**config.mk**
```make
export PLATFORM = sky130hd
export DESIGN_NAME = latm_trap_monitor
export DESIGN_NICKNAME = d
export VERILOG_FILES = /design/src/rtl/latm_pkg.sv /design/src/rtl/latm_trap_monitor.sv
export SDC_FILE = /design/constraint.sdc
export NUM_CORES = 1
export LEC_CHECK = 0
export BUFFER_PORTS_ARGS = -buffer_cell sky130_fd_sc_hd__buf_2
export CAP_MARGIN = 20
export CORE_AREA = 2 2 362 364
export CTS_BUF_LIST = sky130_fd_sc_hd__clkbuf_2 sky130_fd_sc_hd__clkbuf_4 sky130_fd_sc_hd__clkbuf_8
export CTS_CLUSTER_DIAMETER = 30
export DETAILED_ROUTE_END_ITERATION = 12
export DIE_AREA = 0 0 364 366
export PLACE_DENSITY_LB_ADDON = 0.12
export SETUP_SLACK_MARGIN = 0.1
export SLEW_MARGIN = 20
export SYNTH_ARGS = -nofsm -noshare
export SYNTH_HDL_FRONTEND = slang
export SYNTH_SLANG_ARGS = --single-unit
export TNS_END_PERCENT = 30
```
**constraint.sdc**
```tcl
create_clock -name core_clk_i -period 2.4 [get_ports core_clk_i]
set_input_delay 0.24 -clock core_clk_i [delete_from_list [all_inputs] [get_ports core_clk_i]]
set_output_delay 0.24 -clock core_clk_i [all_outputs]
set_load 0.01 [all_outputs]
```
**src/rtl/latm_pkg.sv**
```systemverilog
// Constants for the legacy access trap monitor.
// Assumes a single system clock shared with the host bus snoop.
package latm_pkg;
    // Register offsets in the power management IO block
    localparam logic [7:0] OFS_TRAP_STATUS = 8'hA8;
    localparam logic [7:0] OFS_TRAP_IRQ_EN = 8'hAC;
    localparam logic [7:0] OFS_TRAP_RLD_EN = 8'hB0;
    localparam logic [7:0] OFS_IRQ_RLD_EN = 8'hB4;
    // Field widths and reset values
    localparam int NUM_TRAPS = 20;
    localparam int RLD_BITS = 22;
    localparam int NUM_IRQS = 16;
    localparam int NUM_RANGES = 11;
    localparam int NUM_BMREQ = 4;
    localparam logic [31:0] RST_VAL = 32'h0000_0000;
    // Bit positions
    localparam int BIT_EXT_SMI_RLD = 20;
    localparam int BIT_BMREQ_RLD = 21;
    localparam int BIT_USB = 13;
    localparam int BIT_FLOPPY = 4;
    localparam int BIT_PARALLEL = 5;
    localparam int BIT_VIDEO = 9;
    localparam int BIT_KEYBOARD = 10;
    localparam int BIT_HEAD_SEL = 4;
    // Fixed IO and memory decodes
    localparam logic [15:0] IDE_PRI_CMD = 16'h01F0;
    localparam logic [15:0] IDE_PRI_CTL = 16'h03F6;
    localparam logic [15:0] IDE_SEC_CMD = 16'h0170;
    localparam logic [15:0] IDE_SEC_CTL = 16'h0376;
    localparam logic [15:0] IDE_HEAD_OFS = 16'h0006;
    localparam logic [15:0] IDE_NAT_CTL_OFS = 16'h0002;
    localparam logic [15:0] FDD_PRI_LO = 16'h03F0;
    localparam logic [15:0] FDD_PRI_HI = 16'h03F5;
    localparam logic [15:0] FDD_PRI_X = 16'h03F7;
    localparam logic [15:0] FDD_SEC_LO = 16'h0370;
    localparam logic [15:0] FDD_SEC_HI = 16'h0375;
    localparam logic [15:0] FDD_SEC_X = 16'h0377;
    localparam logic [15:0] LPT1_BASE = 16'h0378;
    localparam logic [15:0] LPT2_BASE = 16'h0278;
    localparam logic [15:0] LPT3_LO = 16'h03BC;
    localparam logic [15:0] LPT3_HI = 16'h03BF;
    localparam logic [15:0] VID_IO_LO = 16'h03B0;
    localparam logic [15:0] VID_IO_HI = 16'h03DF;
    localparam logic [31:0] VID_MEM_LO = 32'h000A_0000;
    localparam logic [31:0] VID_MEM_HI = 32'h000B_FFFF;
    localparam logic [15:0] KBD_DATA = 16'h0060;
    localparam logic [15:0] KBD_CMD = 16'h0064;
    // Programmable range slots mapped to trap bits
    localparam logic [NUM_RANGES*5-1:0] RANGE_BIT_MAP =
        {5'd19, 5'd18, 5'd17, 5'd16, 5'd15, 5'd14, 5'd12, 5'd11,
         5'd8, 5'd7, 5'd6};
    localparam logic [NUM_RANGES-1:0] RANGE_IS_MEM = 11'h600;
endpackage : latm_pkg

```
**src/rtl/latm_trap_monitor.sv**
```systemverilog
// Legacy access trap monitor: host bus snoop, trap status, interrupt
// routing and inactivity timer reload requests.
// Assumes host bus snoop and IO register port on core_clk_i; IRQ, bus
// master request lines arrive from pins and are synchronised here.
`timescale 1ns/1ps

// Summary of operation
// RULE_01 - IO access to 1F0-1F7h or 3F6h flags primary IDE trap bit 0/1
// RULE_02 - IO access to 170-177h or 376h flags secondary IDE trap bit 2/3
// RULE_03 - Drive/head register bit 4 picks master (0) or slave (1)
// RULE_04 - Native mode channels decode from their programmed base addresses
// RULE_05 - Floppy register ranges and extra ports set trap bit 4
// RULE_06 - Any of three parallel port ranges sets trap bit 5
// RULE_07 - Video IO range or frame buffer memory window sets trap bit 9
// RULE_08 - Keyboard ports 60h and 64h set trap bit 10
// RULE_09 - Serial, audio, card, IO and memory monitors decode programmed ranges
// RULE_10 - End of a USB transfer sets trap bit 13
// RULE_11 - Trap sets its status bit; software clears it by writing 1
// RULE_12 - Enabled status raises SCI when routed there, otherwise SMI
// RULE_13 - Any enabled status bit asserts the aggregate trap event flag
// RULE_14 - Trap with reload enable set reloads the inactivity timer
// RULE_15 - External SMI status reloads and holds the timer when enabled
// RULE_16 - Bus master request reloads the timer when enabled
// RULE_17 - Enabled IRQ line transition reloads timer; bit 2 is INTR
// RULE_18 - Each enabled reload event loads the programmed reload value
// RULE_19 - Trap event wins over a same-cycle write-1-to-clear
// RULE_20 - One trap pulse per completed IO or memory host cycle
module latm_trap_monitor (
    // Clock and reset
    input wire logic core_clk_i,
    input wire logic rstn_i,
    // Host bus snoop
    input wire logic hb_done_i,
    input wire logic hb_is_mem_i,
    input wire logic hb_is_write_i,
    input wire logic [31:0] hb_addr_i,
    input wire logic [7:0] hb_wdata_i,
    // IDE native mode configuration
    input wire logic ide_pri_native_i,
    input wire logic [15:0] ide_pri_cmd_base_i,
    input wire logic [15:0] ide_pri_ctl_base_i,
    input wire logic ide_sec_native_i,
    input wire logic [15:0] ide_sec_cmd_base_i,
    input wire logic [15:0] ide_sec_ctl_base_i,
    // Programmable ranges, one 32-bit word per slot
    input wire logic [latm_pkg::NUM_RANGES-1:0] range_en_i,
    input wire logic [latm_pkg::NUM_RANGES*32-1:0] range_base_i,
    input wire logic [latm_pkg::NUM_RANGES*32-1:0] range_mask_i,
    // Other activity sources
    input wire logic usb_xfer_end_i,
    input wire logic external_smi_flag_i,
    input wire logic sci_routing_enable_i,
    input wire logic [latm_pkg::NUM_BMREQ-1:0] bus_master_req_i,
    input wire logic [latm_pkg::NUM_IRQS-1:0] irq_line_i,
    // IO register port
    input wire logic [7:0] io_addr_i,
    input wire logic io_wr_i,
    input wire logic io_rd_i,
    input wire logic [3:0] io_be_i,
    input wire logic [31:0] io_wdata_i,
    output logic [31:0] io_rdata_o,
    // Interrupt and timer outputs
    output logic smi_o,
    output logic sci_o,
    output logic any_trap_event_flag_o,
    output logic inactivity_reload_o,
    output logic inactivity_hold_o
);

    // Register state
    logic [latm_pkg::NUM_TRAPS-1:0] trap_status;
    logic [latm_pkg::NUM_TRAPS-1:0] trap_interrupt_enable;
    logic [latm_pkg::RLD_BITS-1:0] trap_timer_reload_enable;
    logic [latm_pkg::NUM_IRQS-1:0] irq_timer_reload_enable;
    logic pri_head_sel;
    logic sec_head_sel;
    logic ext_smi_prev;

    // Pin synchronisers
    logic [latm_pkg::NUM_IRQS-1:0] irq_meta;
    logic [latm_pkg::NUM_IRQS-1:0] irq_sync;
    logic [latm_pkg::NUM_IRQS-1:0] irq_prev;
    logic [latm_pkg::NUM_BMREQ-1:0] bmreq_meta;
    logic [latm_pkg::NUM_BMREQ-1:0] bmreq_sync;

    // Address decode
    wire io_cycle = hb_done_i & ~hb_is_mem_i;
    wire mem_cycle = hb_done_i & hb_is_mem_i;
    wire [15:0] io_a = hb_addr_i[15:0];
    wire upper_zero = (hb_addr_i[31:16] == 16'h0000);

    // Primary channel decode, fixed or native
    wire [15:0] pri_cmd = ide_pri_native_i ? ide_pri_cmd_base_i
                                           : latm_pkg::IDE_PRI_CMD;
    wire [15:0] pri_ctl = ide_pri_native_i
        ? ide_pri_ctl_base_i + latm_pkg::IDE_NAT_CTL_OFS
        : latm_pkg::IDE_PRI_CTL; // [RULE_04]
    wire pri_cmd_hit = upper_zero && (io_a[15:3] == pri_cmd[15:3]);
    wire pri_hit = io_cycle &&
        (pri_cmd_hit || (upper_zero && io_a == pri_ctl)); // [RULE_01]
    wire pri_head_wr = io_cycle && hb_is_write_i && upper_zero &&
        (io_a == (pri_cmd | latm_pkg::IDE_HEAD_OFS));

    // Secondary channel decode, fixed or native
    wire [15:0] sec_cmd = ide_sec_native_i ? ide_sec_cmd_base_i
                                           : latm_pkg::IDE_SEC_CMD;
    wire [15:0] sec_ctl = ide_sec_native_i
        ? ide_sec_ctl_base_i + latm_pkg::IDE_NAT_CTL_OFS
        : latm_pkg::IDE_SEC_CTL; // [RULE_04]
    wire sec_cmd_hit = upper_zero && (io_a[15:3] == sec_cmd[15:3]);
    wire sec_hit = io_cycle &&
        (sec_cmd_hit || (upper_zero && io_a == sec_ctl)); // [RULE_02]
    wire sec_head_wr = io_cycle && hb_is_write_i && upper_zero &&
        (io_a == (sec_cmd | latm_pkg::IDE_HEAD_OFS));

    // Drive select seen by this access, including a write to head reg
    wire pri_slave = pri_head_wr ? hb_wdata_i[latm_pkg::BIT_HEAD_SEL]
                                 : pri_head_sel; // [RULE_03]
    wire sec_slave = sec_head_wr ? hb_wdata_i[latm_pkg::BIT_HEAD_SEL]
                                 : sec_head_sel; // [RULE_03]

    // Floppy controllers
    wire fdd_hit = io_cycle && upper_zero && (
        (io_a >= latm_pkg::FDD_PRI_LO && io_a <= latm_pkg::FDD_PRI_HI) ||
        (io_a == latm_pkg::FDD_PRI_X) ||
        (io_a >= latm_pkg::FDD_SEC_LO && io_a <= latm_pkg::FDD_SEC_HI) ||
        (io_a == latm_pkg::FDD_SEC_X)); // [RULE_05]

    // Parallel ports
    wire lpt_hit = io_cycle && upper_zero && (
        (io_a[15:3] == latm_pkg::LPT1_BASE[15:3]) ||
        (io_a[15:3] == latm_pkg::LPT2_BASE[15:3]) ||
        (io_a >= latm_pkg::LPT3_LO && io_a <= latm_pkg::LPT3_HI)); // [RULE_06]

    // Video IO and frame buffer
    wire vid_io_hit = io_cycle && upper_zero &&
        io_a >= latm_pkg::VID_IO_LO && io_a <= latm_pkg::VID_IO_HI;
    wire vid_mem_hit = mem_cycle &&
        hb_addr_i >= latm_pkg::VID_MEM_LO &&
        hb_addr_i <= latm_pkg::VID_MEM_HI;
    wire vid_hit = vid_io_hit || vid_mem_hit; // [RULE_07]

    // Keyboard controller
    wire kbd_hit = io_cycle && upper_zero &&
        (io_a == latm_pkg::KBD_DATA || io_a == latm_pkg::KBD_CMD); // [RULE_08]

    // Programmable range monitors
    logic [latm_pkg::NUM_TRAPS-1:0] range_evt [latm_pkg::NUM_RANGES];
    logic [latm_pkg::NUM_TRAPS-1:0] range_any;

    genvar g;
    generate
        for (g = 0; g < latm_pkg::NUM_RANGES; g = g + 1) begin : g_range
            wire [31:0] base = range_base_i[g*32 +: 32];
            wire [31:0] mask = range_mask_i[g*32 +: 32];
            wire [4:0] bit_no = latm_pkg::RANGE_BIT_MAP[g*5 +: 5];
            wire kind_ok = latm_pkg::RANGE_IS_MEM[g] ? mem_cycle
                                                    : io_cycle;
            wire hit = range_en_i[g] && kind_ok &&
                ((hb_addr_i & ~mask) == (base & ~mask)); // [RULE_09]
            assign range_evt[g] =
                hit ? (20'h00001 << bit_no) : 20'h00000;
        end
    endgenerate

    always_comb begin
        range_any = '0;
        for (int i = 0; i < latm_pkg::NUM_RANGES; i++) begin
            range_any = range_any | range_evt[i];
        end
    end

    // Trap event vector, one pulse per completed cycle
    logic [latm_pkg::NUM_TRAPS-1:0] trap_evt;
    always_comb begin
        trap_evt = range_any; // [RULE_20]
        trap_evt[0] = pri_hit & ~pri_slave;
        trap_evt[1] = pri_hit & pri_slave;
        trap_evt[2] = sec_hit & ~sec_slave;
        trap_evt[3] = sec_hit & sec_slave;
        trap_evt[latm_pkg::BIT_FLOPPY] = fdd_hit;
        trap_evt[latm_pkg::BIT_PARALLEL] = lpt_hit;
        trap_evt[latm_pkg::BIT_VIDEO] = vid_hit;
        trap_evt[latm_pkg::BIT_KEYBOARD] = kbd_hit;
        trap_evt[latm_pkg::BIT_USB] = usb_xfer_end_i; // [RULE_10]
    end

    // Register port decode
    wire sel_status = (io_addr_i == latm_pkg::OFS_TRAP_STATUS);
    wire sel_irq_en = (io_addr_i == latm_pkg::OFS_TRAP_IRQ_EN);
    wire sel_rld_en = (io_addr_i == latm_pkg::OFS_TRAP_RLD_EN);
    wire sel_irq_rld = (io_addr_i == latm_pkg::OFS_IRQ_RLD_EN);
    wire [31:0] be_mask = {{8{io_be_i[3]}}, {8{io_be_i[2]}},
                           {8{io_be_i[1]}}, {8{io_be_i[0]}}};
    wire [31:0] wr_bits = io_wdata_i & be_mask;

    // Status: set wins over clear
    wire [latm_pkg::NUM_TRAPS-1:0] clr_bits = (io_wr_i && sel_status)
        ? wr_bits[latm_pkg::NUM_TRAPS-1:0] : '0;
    wire [latm_pkg::NUM_TRAPS-1:0] next_trap_status =
        (trap_status & ~clr_bits) | trap_evt; // [RULE_11] [RULE_19]

    // Byte-enabled writes to the read-write registers
    wire [31:0] ien_full = {12'h000, trap_interrupt_enable};
    wire [31:0] rld_full = {10'h000, trap_timer_reload_enable};
    wire [31:0] irq_full = {16'h0000, irq_timer_reload_enable};
    wire [31:0] ien_wr = (ien_full & ~be_mask) | wr_bits;
    wire [31:0] rld_wr = (rld_full & ~be_mask) | wr_bits;
    wire [31:0] irq_wr = (irq_full & ~be_mask) | wr_bits;

    // Read mux, reserved bits read as zero
    wire [31:0] next_rdata =
        sel_status ? {12'h000, trap_status} :
        sel_irq_en ? ien_full :
        sel_rld_en ? rld_full :
        sel_irq_rld ? irq_full : latm_pkg::RST_VAL;

    // Interrupt routing from the updated status
    wire [latm_pkg::NUM_TRAPS-1:0] enabled_sts =
        next_trap_status & trap_interrupt_enable;
    wire any_enabled = |enabled_sts; // [RULE_13]
    wire next_sci = any_enabled & sci_routing_enable_i; // [RULE_12]
    wire next_smi = any_enabled & ~sci_routing_enable_i; // [RULE_12]

    // Timer reload sources
    wire trap_rld = |(trap_evt &
        trap_timer_reload_enable[latm_pkg::NUM_TRAPS-1:0]); // [RULE_14]
    wire ext_en = trap_timer_reload_enable[latm_pkg::BIT_EXT_SMI_RLD];
    wire ext_rise = external_smi_flag_i & ~ext_smi_prev;
    wire ext_rld = ext_en & ext_rise; // [RULE_15]
    wire next_hold = ext_en & external_smi_flag_i; // [RULE_15]
    wire bm_rld = trap_timer_reload_enable[latm_pkg::BIT_BMREQ_RLD] &
        (|bmreq_sync); // [RULE_16]
    wire irq_rld = |((irq_sync ^ irq_prev) &
        irq_timer_reload_enable); // [RULE_17]
    wire next_reload = trap_rld | ext_rld | bm_rld | irq_rld; // [RULE_18]

    // Synchronisers for pin-driven lines
    always_ff @(posedge core_clk_i or negedge rstn_i) begin
        if (!rstn_i) begin
            irq_meta <= '0;
            irq_sync <= '0;
            irq_prev <= '0;
            bmreq_meta <= '0;
            bmreq_sync <= '0;
        end else begin
            irq_meta <= irq_line_i;
            irq_sync <= irq_meta;
            irq_prev <= irq_sync;
            bmreq_meta <= bus_master_req_i;
            bmreq_sync <= bmreq_meta;
        end
    end

    // Drive select tracking
    always_ff @(posedge core_clk_i or negedge rstn_i) begin
        if (!rstn_i) begin
            pri_head_sel <= 1'b0;
            sec_head_sel <= 1'b0;
        end else begin
            pri_head_sel <= pri_slave; // [RULE_03]
            sec_head_sel <= sec_slave; // [RULE_03]
        end
    end

    // Trap status
    always_ff @(posedge core_clk_i or negedge rstn_i) begin
        if (!rstn_i) begin
            trap_status <= '0;
        end else begin
            trap_status <= next_trap_status; // [RULE_11]
        end
    end

    // Software enable registers
    always_ff @(posedge core_clk_i or negedge rstn_i) begin
        if (!rstn_i) begin
            trap_interrupt_enable <= '0;
            trap_timer_reload_enable <= '0;
            irq_timer_reload_enable <= '0;
        end else if (io_wr_i) begin
            if (sel_irq_en) begin
                trap_interrupt_enable <=
                    ien_wr[latm_pkg::NUM_TRAPS-1:0];
            end
            if (sel_rld_en) begin
                trap_timer_reload_enable <=
                    rld_wr[latm_pkg::RLD_BITS-1:0];
            end
            if (sel_irq_rld) begin
                irq_timer_reload_enable <=
                    irq_wr[latm_pkg::NUM_IRQS-1:0];
            end
        end
    end

    // Read data
    always_ff @(posedge core_clk_i or negedge rstn_i) begin
        if (!rstn_i) begin
            io_rdata_o <= latm_pkg::RST_VAL;
        end else if (io_rd_i) begin
            io_rdata_o <= next_rdata;
        end
    end

    // Interrupt and timer outputs
    always_ff @(posedge core_clk_i or negedge rstn_i) begin
        if (!rstn_i) begin
            smi_o <= 1'b0;
            sci_o <= 1'b0;
            any_trap_event_flag_o <= 1'b0;
            inactivity_reload_o <= 1'b0;
            inactivity_hold_o <= 1'b0;
            ext_smi_prev <= 1'b0;
        end else begin
            smi_o <= next_smi;
            sci_o <= next_sci;
            any_trap_event_flag_o <= any_enabled; // [RULE_13]
            inactivity_reload_o <= next_reload;
            inactivity_hold_o <= next_hold;
            ext_smi_prev <= external_smi_flag_i;
        end
    end

endmodule : latm_trap_monitor

```
Word-level counts from Yosys, hierarchy flattened
Index checks and enable logic that the tools add are counted.
{"block": "totals", "regBits": 174, "input_bits": 895, "output_inout_bits": 37, "wordCells": 218}
{"block": "classes", "addsub": 2, "magnitude_cmp": 10, "n_eq_ne": 27, "mux": 22, "bitwise": 78, "n_reduce_logical": 61}
{"op": "AND 32 bit", "n": 22}
{"op": "equality test 32 bit", "n": 11}
{"op": "NOT 32 bit", "n": 11}
{"op": "2-to-1 mux 16 bit", "n": 6}
{"op": "AND 20 bit", "n": 4}
{"op": "2-to-1 mux 22 bit", "n": 3}
{"op": "equality test 16 bit", "n": 4}
{"op": "greater-or-equal comparator 16 x 10 -> 1 bit (second input constant)", "n": 4}
{"op": "<= comparator 16 x 10 -> 1 bit (second input constant)", "n": 4}
{"op": "AND 22 bit", "n": 2}
{"op": "logical AND 1 bit", "n": 44}
{"op": "2-to-1 mux 20 bit", "n": 2}
{"op": "OR 20 bit", "n": 2}
{"op": "OR reduction 20 bit", "n": 2}
{"op": "adder 16 x 2 -> 16 bit (second input constant)", "n": 2}
{"op": "AND 16 bit", "n": 2}
{"op": "equality test 16 x 10 -> 1 bit (second input constant)", "n": 2}
{"op": "equality test 16 x 7 -> 1 bit (second input constant)", "n": 2}
{"op": "equality test 8 bit (second input constant)", "n": 4}
{"op": "greater-or-equal comparator 32 x 20 -> 1 bit (second input constant)", "n": 1}
{"op": "<= comparator 32 x 20 -> 1 bit (second input constant)", "n": 1}
{"op": "equality test 13 bit", "n": 2}
{"op": "equality test 13 x 7 -> 1 bit (second input constant)", "n": 2}
{"op": "NOT 22 bit", "n": 1}
{"op": "other kinds (32)", "n": 60}

Logic depth before layout (Yosys ltp)
{"block": "logic_depth", "word_depth": 20, "depth_mapped": 12, "mapped_depth_nobuf": 10}

Worst setup path before layout
OpenSTA, ideal clock, no wires.
{"block": "synth_timing", "path_kind": "in2reg", "start": "in ide_sec_ctl_base_i[1]", "end": "reg smi_o", "setup_time_ps": 78, "arrival_time_ps": 2358, "required_ps": 2322, "path_slack_ps": -36, "cell_stages": 10, "path_buffers": 0, "path_cell_list": "ha_1 -> or2_2 -> a2111o_1 -> o311a_1 -> a221oi_1 -> nand4_1 -> nor4b_1 -> nand4_1 -> o211a_1 -> a21oi_1"}
{"block": "synth_between", "elab_chain_cells": 11, "word_cells_on_any_way": 12, "classes_between": "1 x add/sub; 1 x eq/ne; 1 x mux; 5 x bitwise; 4 x reduce/logical"}
{"item": "start: declaration", "line": "latm_trap_monitor.sv:44", "text": "input wire logic [15:0] ide_sec_ctl_base_i,"}
{"item": "adder 16 x 2 -> 16 bit (*)", "line": "latm_trap_monitor.sv:108", "text": "? ide_sec_ctl_base_i + latm_pkg::IDE_NAT_CTL_OFS"}
{"item": "2-to-1 mux 16 bit (*)", "line": "latm_trap_monitor.sv:108"}
{"item": "equality test 16 bit (*)", "line": "latm_trap_monitor.sv:112", "text": "(sec_cmd_hit || (upper_zero && io_a == sec_ctl));"}
{"item": "logical AND 1 bit (*)", "line": "latm_trap_monitor.sv:112"}
{"item": "logical OR 1 bit (*)", "line": "latm_trap_monitor.sv:112"}
{"item": "logical AND 1 bit (*)", "line": "latm_trap_monitor.sv:111", "text": "wire sec_hit = io_cycle &&"}
{"item": "AND 1 bit, on equally long branches", "line": "latm_trap_monitor.sv:179, latm_trap_monitor.sv:180"}
{"item": "OR 20 bit (*)", "line": "latm_trap_monitor.sv:201", "text": "(trap_status & ~clr_bits) | trap_evt;"}
{"item": "AND 20 bit (*)", "line": "latm_trap_monitor.sv:220", "text": "next_trap_status & trap_interrupt_enable;"}
{"item": "OR reduction 20 bit (*)", "line": "latm_trap_monitor.sv:221", "text": "wire any_enabled = |enabled_sts;"}
{"item": "AND 1 bit (*)", "line": "latm_trap_monitor.sv:223", "text": "wire next_smi = any_enabled & ~sci_routing_enable_i;"}
{"item": "via next_smi", "line": "latm_trap_monitor.sv:223"}
{"item": "end signal: assignment", "line": "latm_trap_monitor.sv:316", "text": "smi_o <= next_smi;"}
{"item": "end: declaration", "line": "latm_trap_monitor.sv:63", "text": "output logic smi_o,"}
Mark *: on every way through the listed nets, which the timed path passes. The rest lies on a longest branch.
A chain may end at the register's enable or synchronous reset.

Worst setup path in the final report
{"block": "layout_timing", "start": "in hb_addr_i[12]", "end": "reg inactivity_reload_o"}
{"block": "layout_between", "elab_chain_cells": 19, "word_cells_on_any_way": 116, "classes_between": "10 x order compare; 23 x eq/ne; 13 x mux; 31 x bitwise; 39 x reduce/logical"}
{"item": "start: declaration", "line": "latm_trap_monitor.sv:36", "text": "input wire logic [31:0] hb_addr_i,"}
{"item": "AND 32 bit", "line": "latm_trap_monitor.sv:160", "text": "((hb_addr_i & ~mask) == (base & ~mask));"}
{"item": "equality test 32 bit", "line": "latm_trap_monitor.sv:160"}
{"item": "logical AND 1 bit", "line": "latm_trap_monitor.sv:159", "text": "wire hit = range_en_i[g] && kind_ok &&"}
{"item": "2-to-1 mux 7 bit / 2-to-1 mux 8 bit (equally long branches)", "line": "latm_trap_monitor.sv:162", "text": "hit ? (20'h00001 << bit_no) : 20'h00000;"}
{"item": "OR 7 x 8 -> 8 bit", "line": "latm_trap_monitor.sv:169", "text": "range_any = range_any | range_evt[i];"}
{"item": "OR 8 x 9 -> 9 bit", "line": "latm_trap_monitor.sv:169"}
{"item": "OR 9 x 12 -> 12 bit", "line": "latm_trap_monitor.sv:169"}
{"item": "OR 12 x 13 -> 13 bit", "line": "latm_trap_monitor.sv:169"}
{"item": "[... 2 more ...]"}
{"item": "OR 16 x 17 -> 17 bit", "line": "latm_trap_monitor.sv:169"}
{"item": "OR 17 x 18 -> 18 bit", "line": "latm_trap_monitor.sv:169"}
{"item": "OR 18 x 19 -> 19 bit", "line": "latm_trap_monitor.sv:169"}
{"item": "OR 19 x 20 -> 20 bit", "line": "latm_trap_monitor.sv:169"}
{"item": "AND 20 bit (*)", "line": "latm_trap_monitor.sv:226", "text": "wire trap_rld = |(trap_evt &"}
{"item": "OR reduction 20 bit (*)", "line": "latm_trap_monitor.sv:226"}
{"item": "OR 1 bit (*) (3 in a row)", "line": "latm_trap_monitor.sv:236", "text": "wire next_reload = trap_rld | ext_rld | bm_rld | irq_rld;"}
{"item": "via next_reload", "line": "latm_trap_monitor.sv:236"}
{"item": "end signal: assignment", "line": "latm_trap_monitor.sv:319", "text": "inactivity_reload_o <= next_reload;"}
{"item": "end: declaration", "line": "latm_trap_monitor.sv:66", "text": "output logic inactivity_reload_o,"}
Marks and branches as above.

==> flow_results.org <==
** Global route
- Most congested layer reported by global routing :: met2
- For met3 alone, demand over resource in global routing was 0.1058.
- For met2 alone, demand over resource in global routing was 0.3892.
- The first global-routing pass estimated 213.7 mm of wire.
- For met1 alone, demand over resource in global routing was 0.3016.
- Vias in the first global route :: around 22000
- The initial antenna violation count came to 204.
- Global routing finished with a remaining overflow of 0.
- Entering global routing, the biggest net connects between 60 and 70 pins.
- All-Layer GR Usage :: 0.2445

** Clock tree
- Clock Path Buffers :: 2
- For this design, the sink count on the clock tree is roughly 160.
- Number of buffers inserted during clock tree synthesis :: 17
- CTS root buffer :: sky130_fd_sc_hd__clkbuf_8
- TritonCTS built the clock tree.
- After clock tree synthesis, the clock-pin slew on the worst setup and hold paths is 0.10 ns.
- Later-pin clock latency in the skew report :: 0.50 ns
- H-Tree Depth :: 4

** Final layout
- Once layout is complete, the cells apart from fillers number around 5000.
- Net count reported at finish :: 4091
- The area growth from synthesis to layout is 83.04%.
- At the end of the flow the core is filled with cells to 0.2162.
- Most common cell after layout, fill and taps aside :: sky130_fd_sc_hd__buf_2
- The top cell types in the final layout, fill and taps aside, are sky130_fd_sc_hd__buf_2, sky130_fd_sc_hd__buf_4, sky130_fd_sc_hd__xnor2_1, sky130_fd_sc_hd__o22ai_1, sky130_fd_sc_hd__dfrtp_1.
- Ratio of cells with drive above 1 in the final layout :: 0.5101

** Route
- Detailed Routing Iterations Pass 1 :: 6
- Across all layers, the routed design uses about 22000 vias.
- Final wirelength :: about 170 mm
- Antenna viol nets, final :: 0
- In the routed design, unresolved DRC markers number 0.
- After the first detailed-routing iteration, the DRC count stood at roughly 1900.
- Using the TritonRoute via totals, the vias-per-cell ratio works out to 4.353.
- In the final routed layout, each cell accounts on average for 33.53 um.

** Setup path
- Data arrival time of the critical path :: between 2 and 3 ns
- Kind of critical path :: in -> reg
- Worst path max stage delay :: 0.45 ns
- Crit path max-delay cell type :: sky130_fd_sc_hd__nor4_1
- STA classifies the critical path endpoint as a register.
- The most numerous cell type found on the critical path is sky130_fd_sc_hd__buf_4.
- Crit path cell chain :: buf_2 > buf_12 > buf_4 > xnor2_1 > o22ai_1 > buf_4 > nor4_1 > buf_4 > and4_1 > a22oi_1 > nand3_1 > nor2_2 > o211ai_1
- Among cell families on the critical path, the largest total delay comes from simple AND/OR/NAND/NOR gates.
- Required time at the worst-slack endpoint :: about 2.8 ns
- Highest fanout seen on the critical path :: 11
- The number of buffers and inverters on the critical path is 5.
- Type of element launching the critical path :: primary input

** Synthesis
- The compound-cell area share of the yosys netlist is 0.2161.
- Of the total synthesized cell area, the portion taken by XOR and XNOR cells is 0.2384.
- Mapped cell area :: 15230 um2
- Post-synthesis sequential area ratio :: 0.2694
- After synthesis the netlist holds a flip-flop and latch count of 164.
- Mux cell area share after synthesis :: 0.04468
- For this run, the leading register cell type out of synthesis is sky130_fd_sc_hd__dfrtp_1.
- Yosys mapped a number of flops with a built-in enable equal to 0.
- Share of flip-flops with an asynchronous set or reset :: 1.000
- Number of distinct library cells after synthesis :: between 80 and 90
- The Yosys step of the flow raised 0 warnings.
- By area, the combinational part of the netlist is dominated by XOR/XNOR gates.
- Synthesized netlist cell count :: 1793
- Of the total synthesized cell area, the portion taken by AND, OR, NAND and NOR gates is 0.1886.
- Post-Syn Area per Cell :: between 8 and 9 um2
- Post-synthesis share of cell area spent on full adders, half adders and majority gates :: 0.001643

** Min path
- Class of the tightest hold or removal check :: in -> reg

** Floorplanning
- In this run the core area contains 132 standard-cell rows.
- In this run the count of I/O pins placed on the die edge is 932.
- The floorplan step set the die height to 366 um.
- Die outline area :: 133200 um2
- The floorplan step defined a core boundary enclosing 129000 um2.
- Width of the chip :: 364 um
- Initial Utilization :: 0.1181

** STA
- Period utilization :: 1.040
- The number of hold violations in the final report is 0.
- Clock skew on the completed layout was measured at between 0.015 and 0.02 ns.
- Final worst-path setup slack :: -0.09573 ns
- For this run, the top clock speed supported by timing is around 0.4 GHz.
- Slew headroom :: 0.4851
- Max-slew violations :: 0
- Setup repair after global routing could not meet its margin everywhere.
- Time the final worst path needs with I/O delays and setup :: approximately 2.5 ns
- Setup violations remaining at the end of the flow were counted as 1.
- Worst-margin pin slew :: 0.7723 ns

** Run status
- Status :: finished with violations
- Violations in the final reports :: setup timing

** Pwr
- PD cells :: roughly 350 nW/um2
- LEAKAGE :: between 10 and 15 nW
- Of the total power, the clock network draws 0.210.
- Reg power frac :: 0.303
- Max IR drop VDD :: roughly 0.37 mV
- Cell internal power dissipation :: a little under 6 mW
- Share of power burned in combinational logic :: 0.488
- Proportion of total power due to net switching :: 0.3939
- Switching power :: approximately 3.8 mW

** Run
- Across the run, the number of max-cap violations was 0.

** Place
- Quantity of I/O buffers inserted on ports :: 899
- Detailed placement HPWL :: 153.0 mm
- Cells after DPL :: 4886
- At the end of routability-driven placement, the weighted congestion stood at 0.9698.
-- worst reg2reg max path: cells and delay by family, from the launching register on --
| kind | cells | cell delay [ns] |
|---|---|---|
| simple gates | 4 | 1.01 |
| flops | 1 | 0.37 |
| compound gates | 4 | 0.98 |
-- Yosys cell counts, types with 9 or more instances --
cell type | instances | area share
sky130_fd_sc_hd__xnor2_1 | 370 | 0.21
sky130_fd_sc_hd__a21o_1 | 10 | 0.0049
sky130_fd_sc_hd__buf_4 | 13 | 0.0064
sky130_fd_sc_hd__or4_1 | 11 | 0.0054
sky130_fd_sc_hd__buf_2 | 51 | 0.017
sky130_fd_sc_hd__nor2b_1 | 10 | 0.0041
sky130_fd_sc_hd__o211ai_1 | 11 | 0.0054
sky130_fd_sc_hd__nand4_1 | 34 | 0.014
sky130_fd_sc_hd__inv_1 | 30 | 0.0074
sky130_fd_sc_hd__nor2_1 | 146 | 0.036
sky130_fd_sc_hd__nor3_1 | 37 | 0.012
sky130_fd_sc_hd__o22ai_1 | 257 | 0.11
sky130_fd_sc_hd__o21ai_0 | 32 | 0.011
sky130_fd_sc_hd__nand3_1 | 52 | 0.017
sky130_fd_sc_hd__nand2_1 | 73 | 0.018
sky130_fd_sc_hd__mux2_2 | 50 | 0.037
sky130_fd_sc_hd__and3_1 | 9 | 0.0037
sky130_fd_sc_hd__and2_1 | 14 | 0.0057
sky130_fd_sc_hd__dfrtp_1 | 164 | 0.27
sky130_fd_sc_hd__a21oi_1 | 23 | 0.0076
sky130_fd_sc_hd__xor2_1 | 37 | 0.021
sky130_fd_sc_hd__a22oi_1 | 42 | 0.021
sky130_fd_sc_hd__clkbuf_1 | 29 | 0.0071
sky130_fd_sc_hd__nor4_1 | 93 | 0.038
sky130_fd_sc_hd__o41ai_1 | 9 | 0.0052
sky130_fd_sc_hd__a31oi_1 | 22 | 0.0090
-- routing by layer --
layer | routed length, um | up-vias
met3 | 19290 | 290
met2 | 75740 | 1176
met4 | 3924 | 98
met5 | 624 | -
li1 | - | 9709
met1 | 69100 | 10628
-- area by class of cell --
type / instances / area [um2]
inverter: 31 / 116.4
fill: 14599 / 101100
antenna: 82 / 205.2
clock buffer: 18 / 247.7
sequential: 164 / 4104
tap: 1742 / 2180
clock inverter: 14 / 133.9
multi-input combinational: 1508 / 11280
timing repair buffer: 1472 / 9619
-- per-stage QoR --
step                      hold slack, ns  TNS (ns)  setup slack, ns  instance area, um2  power (mW)
after floorplan                 -0.05559         0          0.02801               15340       4.615
after global placement            0.2766    -14.40           -1.278               26230       7.597
after detailed placement          0.2695    -15.08           -1.372               26230       7.563
after CTS                      0.0009937   -0.1773          -0.1773               27420       9.757
after global routing             0.03524   -0.2648          -0.2648               27760       10.22
final                            0.05132  -0.09573         -0.09573               27890       9.709
-- cell families after synthesis --
| kind of cell | after synthesis |
|---|---|
| and+or+nand+nor | 540 |
| AOI/OAI and AO/OA | 486 |
| xor gates and xnor gates | 410 |
| DFF | 164 |
| buffers and inverters | 130 |
| muxes | 60 |
| adders and majority gates | 2 |
| other | 1 |
-- power groups by stage --
| stage | logic (mW) | registers (mW) | clock network [mW] |
|---|---|---|---|
| 6_report | 4.74 | 2.94 | 2.03 |
| 4_1_cts | 4.71 | 2.94 | 2.11 |
| 3_3_place_gp | 4.60 | 3.00 | 0 |
| 5_1_grt | 5.02 | 2.96 | 2.25 |
| 3_5_place_dp | 4.57 | 3.00 | 0 |
| 2_1_floorplan | 1.63 | 2.98 | 0 |
-- what timing repair did --
action,4_1_cts,5_1_grt
setup endpoints to repair,15,8
pin swaps,24,26
hold buffers,27,1
endpoints found under the hold margin,85,1
setup buffers,3,1
gates resized for setup,98,44
-- path summary, 6_finish.rpt --
check,start,end,slack [ns],cells past startpoint
min in group asynchronous,rstn_i,asynchronous set/reset pin,0.34,2
worst min register to register,irq_meta[12]$_DFF_PN0_,irq_sync[12]$_DFF_PN0_,0.35,0
worst min-delay path,io_wdata_i[9],register,0.05,3
max in group asynchronous,rstn_i,trap_status[15]$_DFF_PN0_,1.27,3
worst max-delay path,hb_addr_i[12],inactivity_reload_o$_DFF_PN0_,-0.1,13
worst max register to register,bmreq_sync[1]$_DFF_PN0_,inactivity_reload_o$_DFF_PN0_,-0.08,8
Note: power is estimated with default switching activity, not from simulation.
